File: config.mk
export PLATFORM = sky130hd
export DESIGN_NAME = i2c_master_slave_core_regs
export DESIGN_NICKNAME = d
export VERILOG_FILES = /design/src/hw/i2c_pkg.sv /design/src/hw/i2c_master_slave_core_regs.sv
export SDC_FILE = /design/constraint.sdc
export NUM_CORES = 1
export LEC_CHECK = 0
export ABC_AREA = 1
export BUFFER_PORTS_ARGS = -buffer_cell sky130_fd_sc_hd__buf_2
export CAP_MARGIN = 20
export CORE_MARGIN = 4
export CORE_UTILIZATION = 45
export DETAILED_ROUTE_END_ITERATION = 16
export MAX_ROUTING_LAYER = met4
export SLEW_MARGIN = 10
export SYNTH_ARGS = -nofsm -noshare
export SYNTH_HDL_FRONTEND = slang
export SYNTH_HIERARCHICAL = 1
export SYNTH_SLANG_ARGS = --single-unit
File: constraint.sdc
create_clock -name clock -period 3 [get_ports clock]
set_input_delay 0.6 -clock clock [delete_from_list [all_inputs] [get_ports clock]]
set_output_delay 0.6 -clock clock [all_outputs]
set_load 0.01 [all_outputs]
File: src/hw/i2c_pkg.sv
package i2c_pkg;

  // ----------------------------------------------------------------
  // Register addresses in the special function register space.
  // ----------------------------------------------------------------
  localparam logic [7:0] ADDR_DATA = 8'hDA;  // Serial data.
  localparam logic [7:0] ADDR_OWN  = 8'hDB;  // Own slave address.
  localparam logic [7:0] ADDR_CTRL = 8'hDC;  // Serial control.
  localparam logic [7:0] ADDR_STAT = 8'hDD;  // Serial state code.

  // ----------------------------------------------------------------
  // Field positions.
  // ----------------------------------------------------------------
  localparam int CTL_CR2 = 7;  // Clock rate select, top bit.
  localparam int CTL_ENS = 6;  // Module enable.
  localparam int CTL_STA = 5;  // Start request.
  localparam int CTL_STO = 4;  // Stop request.
  localparam int CTL_SI  = 3;  // Serial interrupt flag.
  localparam int CTL_AA  = 2;  // Acknowledge control.
  localparam int CTL_CR1 = 1;  // Clock rate select, middle bit.
  localparam int CTL_CR0 = 0;  // Clock rate select, low bit.
  localparam int OWN_GC  = 0;  // General call accept.

  // ----------------------------------------------------------------
  // Values after reset.
  // ----------------------------------------------------------------
  localparam logic [7:0] DATA_RST = 8'h00;  // Serial data.
  localparam logic [7:0] OWN_RST  = 8'h00;  // Own slave address.
  localparam logic [7:0] CODE_RST = 8'hF8;  // State 11111, timeout 000.

  // ----------------------------------------------------------------
  // Protocol state codes.
  // ----------------------------------------------------------------
  localparam logic [7:0] ST_START  = 8'h08;  // Start sent.
  localparam logic [7:0] ST_RSTART = 8'h10;  // Repeated start sent.
  localparam logic [7:0] ST_AW_ACK = 8'h18;  // Write address acknowledged.
  localparam logic [7:0] ST_AW_NAK = 8'h20;  // Write address refused.
  localparam logic [7:0] ST_DT_ACK = 8'h28;  // Data sent, acknowledged.
  localparam logic [7:0] ST_DT_NAK = 8'h30;  // Data sent, refused.
  localparam logic [7:0] ST_AR_ACK = 8'h40;  // Read address acknowledged.
  localparam logic [7:0] ST_AR_NAK = 8'h48;  // Read address refused.
  localparam logic [7:0] ST_DR_ACK = 8'h50;  // Data received, ack sent.
  localparam logic [7:0] ST_DR_NAK = 8'h58;  // Data received, nack sent.
  localparam logic [7:0] ST_NONE   = 8'hF8;  // No relevant state.

  // ----------------------------------------------------------------
  // Bit timing: prescalers per rate code, four phases per bit.
  // ----------------------------------------------------------------
  localparam logic [9:0] PRESCALE [0:7] = '{10'h100, 10'h0E0, 10'h0C0,
    10'h0A0, 10'h3C0, 10'h078, 10'h03C, 10'h010};  // Last entry unused.
  localparam logic [2:0] CR_TIMER  = 3'h7;  // Rate code using timer 1.
  localparam int         FIFO_W    = 8;     // Transmit queue width.
  localparam int         FIFO_D    = 16;    // Transmit queue depth.

  // ----------------------------------------------------------------
  // Types.
  // ----------------------------------------------------------------
  typedef enum logic [2:0] {
    S_IDLE  = 3'b000,  // Bus released, waiting for a start request.
    S_START = 3'b001,  // Making a start or repeated start.
    S_SHIFT = 3'b010,  // Moving eight bits and the acknowledge bit.
    S_HOLD  = 3'b011,  // Clock held low until the flag is cleared.
    S_STOP  = 3'b100   // Making a stop.
  } fsm_t;

  typedef struct packed {
    logic [7:0] addr;   // Register address.
    logic       wr;     // Write strobe, one cycle.
    logic       rd;     // Read strobe, one cycle.
    logic [7:0] wdata;  // Write data.
  } sfr_req_t;

  typedef struct packed {
    logic scl;  // Clock line level.
    logic sda;  // Data line level.
  } bus_pins_t;

endpackage : i2c_pkg

File: src/hw/i2c_master_slave_core_regs.sv
// How it works
// Data register holds byte; no access while shifting. Code blocks only writes; reads still answer.
// Software reads data only after flag raised.
// Own address in 7:1, bit 0 general call.
// Rate code divides clock or uses timer.
// Enable clear halts engine, hides registers.
// Start request makes START once bus free.
// Stop request in master mode makes STOP.
// Entering any state but F8h raises flag.
// Flag cleared only by writing zero.
// Received byte answered by acknowledge control.
// State code in 7:3, timeout bits zero.
// After START, load address, clear flag, send.
// After repeated START, any address is sent.
// Address acked: data, restart or stop.
// Address refused: same three choices. After 48h the code offers only restart or stop.
// Start and stop together: STOP then START.
// Software enables module before other setup.
// Data acked: next byte, restart or stop.
// Flag set holds clock low, engine waits.
`timescale 1ns/1ps

// ------------------------------------------------------------------
// Queue of bytes between the data register and the shifter.
// ------------------------------------------------------------------
module sync_fifo #(
  parameter int WIDTH = 8,
  parameter int DEPTH = 16
) (
  input  wire logic             clock,
  input  wire logic             rst_n,
  input  wire logic             flush,
  input  wire logic             in_valid,
  output logic                  in_ready,
  input  wire logic [WIDTH-1:0] in_data,
  output logic                  out_valid,
  input  wire logic             out_ready,
  output logic      [WIDTH-1:0] out_data
);
  localparam int AW = $clog2(DEPTH);

  // Storage and pointers with one wrap bit each.
  typedef struct packed {
    logic [DEPTH-1:0][WIDTH-1:0] mem;
    logic [AW:0]                 wp;
    logic [AW:0]                 rp;
  } fifo_state_t;

  fifo_state_t cur;  // Registered state.
  fifo_state_t nxt;  // Next state.

  // Full when the pointers differ only in the wrap bit.
  assign in_ready  = !((cur.wp[AW] != cur.rp[AW]) && (cur.wp[AW-1:0] == cur.rp[AW-1:0]));
  assign out_valid = (cur.wp != cur.rp);
  assign out_data  = cur.mem[cur.rp[AW-1:0]];

  // Push, pop and flush.
  always_comb begin
    nxt = cur;
    if (in_valid && in_ready) begin
      nxt.mem[cur.wp[AW-1:0]] = in_data;
      nxt.wp = cur.wp + 1'b1;
    end
    if (out_valid && out_ready) begin
      nxt.rp = cur.rp + 1'b1;
    end
    if (flush) begin
      nxt.rp = cur.wp;
    end
  end

  // State register.
  always_ff @(posedge clock or negedge rst_n) begin
    if (!rst_n) begin
      cur <= '0;
    end else begin
      cur <= nxt;
    end
  end
endmodule : sync_fifo

// ------------------------------------------------------------------
// Two-wire controller with its register file.
// ------------------------------------------------------------------
module i2c_master_slave_core_regs
  import i2c_pkg::*;
(
  input  wire logic      clock,
  input  wire logic      rst_n,
  input  wire sfr_req_t  sfr_req,
  output logic [7:0]     sfr_rdata,
  input  wire logic      t1_overflow,
  input  wire bus_pins_t bus_in,
  output logic           scl_out,
  output logic           scl_oe,
  output logic           sda_out,
  output logic           sda_oe
);

  // All registered state of the controller except the byte queue.
  typedef struct packed {
    logic [7:0] data;     // Serial data register.
    logic [7:0] own;      // Own slave address register.
    logic [2:0] cr;       // Clock rate select.
    logic       ens;      // Module enable.
    logic       start_request;      // Start request.
    logic       stop_request;      // Stop request.
    logic       si;       // Serial interrupt flag.
    logic       aa;       // Acknowledge control.
    logic [7:0] code;     // Protocol state code.
    fsm_t       fsm;      // Engine state.
    logic [1:0] phase;    // Quarter of the current bit.
    logic [3:0] bitn;     // Bit number, 8 is the acknowledge bit.
    logic [7:0] shreg;    // Shift register.
    logic       tx;       // Shifting out rather than in.
    logic       is_addr;  // Current byte is an address.
    logic       rw;       // Bit 0 of the last byte sent, direction if an address.
    logic       ack;      // Acknowledge seen or given.
    logic       mst;      // This device owns the bus.
    logic       busy;     // Bus is between a start and a stop.
    logic       sda_q;    // Data line one cycle ago.
    logic [9:0] div;      // Quarter period counter.
    logic       ovf;      // Timer overflow pair counter.
    logic       scl_oe;   // Pulling the clock line low.
    logic       sda_oe;   // Pulling the data line low.
    logic       pin_lvl;  // Level driven while enabled, always low.
    logic [7:0] rdata;    // Read data.
  } core_t;

  core_t      cur;        // Registered state.
  core_t      nxt;        // Next state.
  logic       tick;       // One quarter bit has elapsed.
  logic       advance;    // Move to the next quarter.
  logic       push;       // Byte offered to the queue.
  logic       push_rdy;   // Queue has room.
  logic       pop;        // Shifter takes a byte.
  logic       q_valid;    // Queue holds a byte.
  logic [7:0] q_data;     // Oldest queued byte.
  logic [9:0] qtr;        // Quarter period in clock cycles.
  logic       tx_state;   // Code after which a byte is sent.

  assign sfr_rdata = cur.rdata;
  assign scl_out   = cur.pin_lvl;
  assign sda_out   = cur.pin_lvl;
  assign scl_oe    = cur.scl_oe;
  assign sda_oe    = cur.sda_oe;

  // Quarter period for the selected prescaler.
  assign qtr = PRESCALE[cur.cr] >> 2;

  // Codes after which the next action is sending a byte.
  assign tx_state = (cur.code == ST_START) || (cur.code == ST_RSTART) ||
                    (cur.code == ST_AW_ACK) || (cur.code == ST_AW_NAK) ||
                    (cur.code == ST_DT_ACK) || (cur.code == ST_DT_NAK);

  // Bytes wait here until the engine is ready for them.
  sync_fifo #(
    .WIDTH (FIFO_W),
    .DEPTH (FIFO_D)
  ) u_txq (
    .clock     (clock),
    .rst_n     (rst_n),
    .flush     (!cur.ens),
    .in_valid  (push),
    .in_ready  (push_rdy),
    .in_data   (sfr_req.wdata),
    .out_valid (q_valid),
    .out_ready (pop),
    .out_data  (q_data)
  );

  // ----------------------------------------------------------------
  // Next state: register access, bit timing and the bus engine.
  // ----------------------------------------------------------------
  always_comb begin
    nxt     = cur;
    tick    = 1'b0;
    push    = 1'b0;
    pop     = 1'b0;
    advance = 1'b0;

    // Register reads answer on the next cycle.
    if (sfr_req.rd) begin
      nxt.rdata = 8'h00;
      if (sfr_req.addr == ADDR_CTRL) begin
        nxt.rdata = {cur.cr[2], cur.ens, cur.start_request, cur.stop_request,
                     cur.si, cur.aa, cur.cr[1], cur.cr[0]};
      end else if (cur.ens) begin
        unique case (sfr_req.addr)
          ADDR_DATA: nxt.rdata = cur.data;
          ADDR_OWN:  nxt.rdata = cur.own;
          ADDR_STAT: nxt.rdata = {cur.code[7:3], 3'h0};
          default:   nxt.rdata = 8'h00;
        endcase
      end
    end

    // Register writes; the control register stays reachable.
    if (sfr_req.wr) begin
      if (sfr_req.addr == ADDR_CTRL) begin
        nxt.cr  = {sfr_req.wdata[CTL_CR2], sfr_req.wdata[CTL_CR1],
                   sfr_req.wdata[CTL_CR0]};
        nxt.ens = sfr_req.wdata[CTL_ENS];
        nxt.start_request = sfr_req.wdata[CTL_STA];
        nxt.stop_request = sfr_req.wdata[CTL_STO];
        nxt.aa  = sfr_req.wdata[CTL_AA];
        // Only a zero written to the flag changes it.
        if (!sfr_req.wdata[CTL_SI]) begin
          nxt.si = 1'b0;
        end
      end else if (cur.ens && sfr_req.addr == ADDR_OWN) begin
        nxt.own = sfr_req.wdata;
      end else if (cur.ens && sfr_req.addr == ADDR_DATA && cur.fsm != S_SHIFT) begin
        push = 1'b1;
        if (push_rdy) begin
          nxt.data = sfr_req.wdata;
        end
      end
    end

    // Watch the bus for other masters' start and stop conditions.
    nxt.sda_q = bus_in.sda;
    if (bus_in.scl && cur.sda_q && !bus_in.sda) begin
      nxt.busy = 1'b1;
    end else if (bus_in.scl && !cur.sda_q && bus_in.sda) begin
      nxt.busy = 1'b0;
    end

    // Quarter bit tick from the prescaler or from timer overflows.
    if (cur.cr == CR_TIMER) begin
      if (t1_overflow) begin
        nxt.ovf = !cur.ovf;
        tick    = cur.ovf;
      end
    end else if (cur.div >= qtr - 10'h001) begin
      nxt.div = 10'h000;
      tick    = 1'b1;
    end else begin
      nxt.div = cur.div + 10'h001;
    end

    // A released clock held low by another device stretches the bit.
    advance = tick && !(cur.phase == 2'h2 && !bus_in.scl && !cur.scl_oe);
    if (advance) begin
      nxt.phase = cur.phase + 2'h1;
    end

    unique case (cur.fsm)
      // Released bus; a start waits for the bus to be free.
      S_IDLE: begin
        nxt.scl_oe = 1'b0;
        nxt.sda_oe = 1'b0;
        nxt.mst    = 1'b0;
        if (cur.start_request && !cur.busy) begin
          nxt.fsm   = S_START;
          nxt.phase = 2'h0;
        end
      end

      // Release data, release clock, pull data, pull clock.
      S_START: begin
        if (advance) begin
          unique case (cur.phase)
            2'h0: nxt.scl_oe = 1'b0;
            2'h1: nxt.sda_oe = 1'b1;
            2'h2: nxt.scl_oe = 1'b1;
            2'h3: begin
              nxt.code = cur.mst ? ST_RSTART : ST_START;
              nxt.mst  = 1'b1;
              nxt.si   = 1'b1;
              nxt.fsm  = S_HOLD;
            end
          endcase
        end
      end

      // Eight data bits then the acknowledge bit.
      S_SHIFT: begin
        if (advance) begin
          unique case (cur.phase)
            2'h0: nxt.scl_oe = 1'b1;
            2'h1: nxt.scl_oe = 1'b0;
            2'h2: begin
              if (cur.bitn == 4'h8) begin
                nxt.ack = cur.tx ? !bus_in.sda : cur.aa;
              end else if (!cur.tx) begin
                nxt.shreg = {cur.shreg[6:0], bus_in.sda};
              end
            end
            2'h3: begin
              nxt.scl_oe = 1'b1;
              if (cur.bitn == 4'h8) begin
                nxt.si  = 1'b1;
                nxt.fsm = S_HOLD;
                if (cur.is_addr) begin
                  nxt.tx = !cur.rw;
                  if (cur.rw) begin
                    nxt.code = cur.ack ? ST_AR_ACK : ST_AR_NAK;
                  end else begin
                    nxt.code = cur.ack ? ST_AW_ACK : ST_AW_NAK;
                  end
                end else if (cur.tx) begin
                  nxt.code = cur.ack ? ST_DT_ACK : ST_DT_NAK;
                end else begin
                  nxt.data = cur.shreg;
                  nxt.code = cur.ack ? ST_DR_ACK : ST_DR_NAK;
                end
              end else begin
                nxt.bitn = cur.bitn + 4'h1;
                if (cur.tx) begin
                  nxt.shreg = {cur.shreg[6:0], 1'b0};
                end
                if (cur.bitn == 4'h7) begin
                  nxt.sda_oe = cur.tx ? 1'b0 : cur.aa;
                end else begin
                  nxt.sda_oe = cur.tx ? !cur.shreg[6] : 1'b0;
                end
              end
            end
          endcase
        end
      end

      // Clock held low until software clears the flag.
      S_HOLD: begin
        nxt.scl_oe = 1'b1;
        nxt.phase  = 2'h0;
        nxt.bitn   = 4'h0;
        if (!cur.si) begin
          if (cur.stop_request) begin
            nxt.fsm    = S_STOP;
            nxt.sda_oe = 1'b1;
          end else if (cur.start_request) begin
            nxt.fsm    = S_START;
            nxt.sda_oe = 1'b0;
          end else if (tx_state && q_valid) begin
            pop         = 1'b1;
            nxt.shreg   = q_data;
            nxt.tx      = 1'b1;
            nxt.is_addr = (cur.code == ST_START) || (cur.code == ST_RSTART);
            nxt.rw      = q_data[0];
            nxt.sda_oe  = !q_data[7];
            nxt.fsm     = S_SHIFT;
          end else if (cur.code == ST_AR_ACK || cur.code == ST_DR_ACK) begin
            nxt.tx      = 1'b0;
            nxt.is_addr = 1'b0;
            nxt.sda_oe  = 1'b0;
            nxt.fsm     = S_SHIFT;
          end
        end
      end

      // Pull data, release clock, release data, then finish.
      S_STOP: begin
        if (advance) begin
          unique case (cur.phase)
            2'h0: nxt.scl_oe = 1'b0;
            2'h1: nxt.sda_oe = 1'b0;
            2'h2: nxt.sda_oe = 1'b0;
            2'h3: begin
              nxt.stop_request  = 1'b0;
              nxt.code = ST_NONE;
              nxt.mst  = 1'b0;
              nxt.fsm  = S_IDLE;
            end
          endcase
        end
      end

      default: nxt.fsm = S_IDLE;
    endcase

    // A disabled block is idle with the bus released.
    if (!cur.ens) begin
      nxt.fsm    = S_IDLE;
      nxt.scl_oe = 1'b0;
      nxt.sda_oe = 1'b0;
      nxt.div    = 10'h000;
      pop        = 1'b0;
    end
  end

  // ----------------------------------------------------------------
  // State register.
  // ----------------------------------------------------------------
  always_ff @(posedge clock or negedge rst_n) begin
    if (!rst_n) begin
      cur      <= '0;
      cur.data <= DATA_RST;
      cur.own  <= OWN_RST;
      cur.code <= CODE_RST;
    end else begin
      cur <= nxt;
    end
  end

endmodule : i2c_master_slave_core_regs

==> results.toml <==
[logic_synthesis]
synth_commonest_cells = "nand2_1, dfrtp_1, nor2_1"
synth_area_leaders = "dfrtp_1, nand2_1, nand4_1, o21ai_0, nor2_1"
yosysTopAreaCell = "dfrtp_1"
synth_edf_count = 0
ys_async_sr_fraction_pct = 100
synth_cell_types = 52
syn_avg_cell_area_um2 = 7.48
ys_seq_area_share_pct = 43.5
ys_ff_latch = 212
syn_area_um2 = 12200
synthFlopType = "dfrtp_1"
synth_top_area_share_pct = 42.4
yosysWarningCount = 6
synth.most_common_cell = "nand2_1"
synthCells = 1633

[placed_design]
gp_congestion = 0.883
dp_hpwl_um = 23100
dpl_cell_area_um2 = 12800
dpl.cell_count = 1968
numPortBuffers = 32

[sta]
fin_crit_ns = 2.84
maxSlewHeadroom_pct = 60.5
timing.fmax_ghz = 0.353
worst_slew_pin_slew_ns = 0.590
rsz0062_at_grt = "true"
whs_ns = -0.00567
min_period_over_period_pct = 94.5
skew_ns = 0.0151
timing.final.max_slew_violations = 0
setup_viol = 0
hold_viol = 3

[detailed_routing]
wl_per_cell_um = 17.2
num_vias = 11214
drt-pass1-iter-count = 5
wirelength_um = 34700
drc = 0
ant_nets = 0
vias_per_cell = 5.57
drt-initial-drc-count = 961

[worst_setup_path]
cp-end-kind = "flop"
cp.arrival_ns = 3.31
r2r_cells = 20
worstReg2RegStart = "cur[60]$_DFFE_PN0P_"
cp_data_required_time_ns = 3.47
rr_endpoint = "cur[72]$_DFF_PN0_"
cp-startpoint = "cur[60]$_DFFE_PN0P_"
crit_type = "flop to flop"
start_kind = "flop"
r2r_setup_slack_ns = 0.16
cp_max_fo = 8

[power]
ir_drop_uv = 471
power_leakage_uw = 0.00696
p_total_uw = 6290
power.density_nw_per_um2 = 455

[finish]
diodes = 0
area_growth_pct = 13.1
drive_gt1_share_pct = 12.3
layout.nets = 1709
post-route-util_pct = 51.5
fin_area_um2 = 13800
final_cells = 2015

[grt]
grt_max_degree = 76
grt_pass1_wl_um = 56800
grt_antenna_before_repair = 0
grt_use_total_pct = 23.4
overflow = 0
grt_pass1_vias = 10482

[floorplan]
io_pins = 35
die-area_um2 = 29800
core_um2 = 26800
rows = 60
die_h_um = 173
die_w_um = 173
start_util_pct = 45.6

[hold_path]
hold_path.class = "input pin to asynchronous set/reset pin"

[clock_network]
cts_root_buffer = "clkbuf_16"
clock_sinks = 212
h-tree-depth = 1
clock_latency_ns = 0.53
cts_tree = "done"
cts_made_buffers = 25
hold_buffers = 0
cts_buffer_depth = 3
clk_pin_slew_worst_paths_ns = 0.06

[outcome]
status = "finished, violations left"
failed_checks = "hold timing"

[flow_run]
maxCapViolCount = 0
critical path, stage by stage, from the launching register on:
cell and delay [ns]:
dfrtp_1 0.38, buf_4 0.17, ha_4 0.17, o21ai_2 0.15, nand2_1 0.09, nor2_2 0.12, nand2_1 0.08, o21ai_1 0.12
inv_1 0.05, ha_1 0.28, nand2_1 0.06, nor2_2 0.11, nand3_2 0.09, nand3_2 0.09, nand2_2 0.07, nand2_4 0.12
nand2_8 0.09, nor3_4 0.27, buf_6 0.16, nand2_1 0.05, nand2_1 0.06
per-stage QoR:
stage	worst slack, ns	TNS [ns]
2_1_floorplan	0.0284	0
3_3_place_gp	-0.0350	-0.198
3_5_place_dp	-0.104	-1.09
4_1_cts	-0.00461	-0.00461
5_1_grt	-0.0671	-0.657
6_report	0.164	0
cells in the final DEF, fill, tap and decap left out, types with 6 or more instances in the layout:
| cell type | instances |
|---|---|
| buf_4 | 49 |
| o22ai_1 | 10 |
| nand3_1 | 57 |
| o21ai_2 | 11 |
| a21oi_1 | 31 |
| nand2_2 | 9 |
| clkbuf_8 | 6 |
| ha_1 | 27 |
| nand2_4 | 8 |
| nand2_1 | 513 |
| clkbuf_16 | 26 |
| nor2_1 | 154 |
| o21ai_1 | 18 |
| nor2_2 | 7 |
| dfrtp_1 | 205 |
| o21ai_0 | 144 |
| nor3_1 | 9 |
| o211ai_1 | 20 |
| nand4_1 | 137 |
| buf_12 | 7 |
| xor2_1 | 7 |
| inv_1 | 91 |
| inv_2 | 10 |
| a22oi_1 | 8 |
| buf_2 | 31 |
| xnor2_1 | 6 |
worst max path at each step:
stage / cells after the start / slack, ns / end
after global placement: 22 / -0.03 / cur[44]$_DFFE_PN0P_
after detailed placement: 21 / -0.10 / cur[45]$_DFFE_PN0P_
after floorplan: 21 / 0.03 / cur[70]$_DFF_PN0_
after CTS: 21 / -0.005 / cur[44]$_DFFE_PN0P_
final: 20 / 0.16 / cur[72]$_DFF_PN0_
after global routing: 22 / -0.07 / cur[72]$_DFF_PN0_
timing repair:
action / in CTS / in global routing
gates cloned: 0 / 1
setup buffers: 0 / 1
setup endpoints to repair: 28 / 46
pin swaps: 0 / 14
gates resized for setup: 5 / 48
sequential cells by signal (all words and copies together), names as in the netlist:
register   count
sfr_rdata      8
sda_oe         1
scl_oe         1
cur           64
u_txq/cur    138
kinds of logic (layout without fill, tap and decap cells):
kind of cell | after synthesis | after routing | synth area share (%)
AO/OA/AOI/OAI | 259 | 259 | 11.9
XOR/XNOR | 13 | 13 | 0.932
adder cells (fa/ha/maj) | 30 | 30 | 3.07
buffers and inverters | 203 | 243 | 7.86
flip-flops | 212 | 212 | 43.5
multiplexers | 3 | 3 | 0.266
other | 1 | 2 | 0.0307
AND/OR/NAND/NOR | 912 | 912 | 32.4
layer usage:
metal | GRT usage [%] | part of all wire, % | vias up
li1 | - | - | 5494
met1 | 33.5 | 46 | 5340
met2 | 35.6 | 45 | 305
met3 | 3.00 | 5.2 | 75
met4 | 6.12 | 2.8 | 0
met5 | - | 0 | -
report_power, final:
group	internal (µW)	switching [µW]	leakage (µW)
clock network	1760	1220	0.000395
registers	2880	15.9	0.00292
logic	120	296	0.00365
cell type report:
type                       instances  area, µm²
tap                              341        427
clock buffer                      36        727
timing repair buffer              94        759
fill                            2649      13000
inverter                         104        393
sequential                       212       5310
clock inverter                     9       78.8
multi-input combinational       1219       6120
Power figures use the tool's default switching activity.
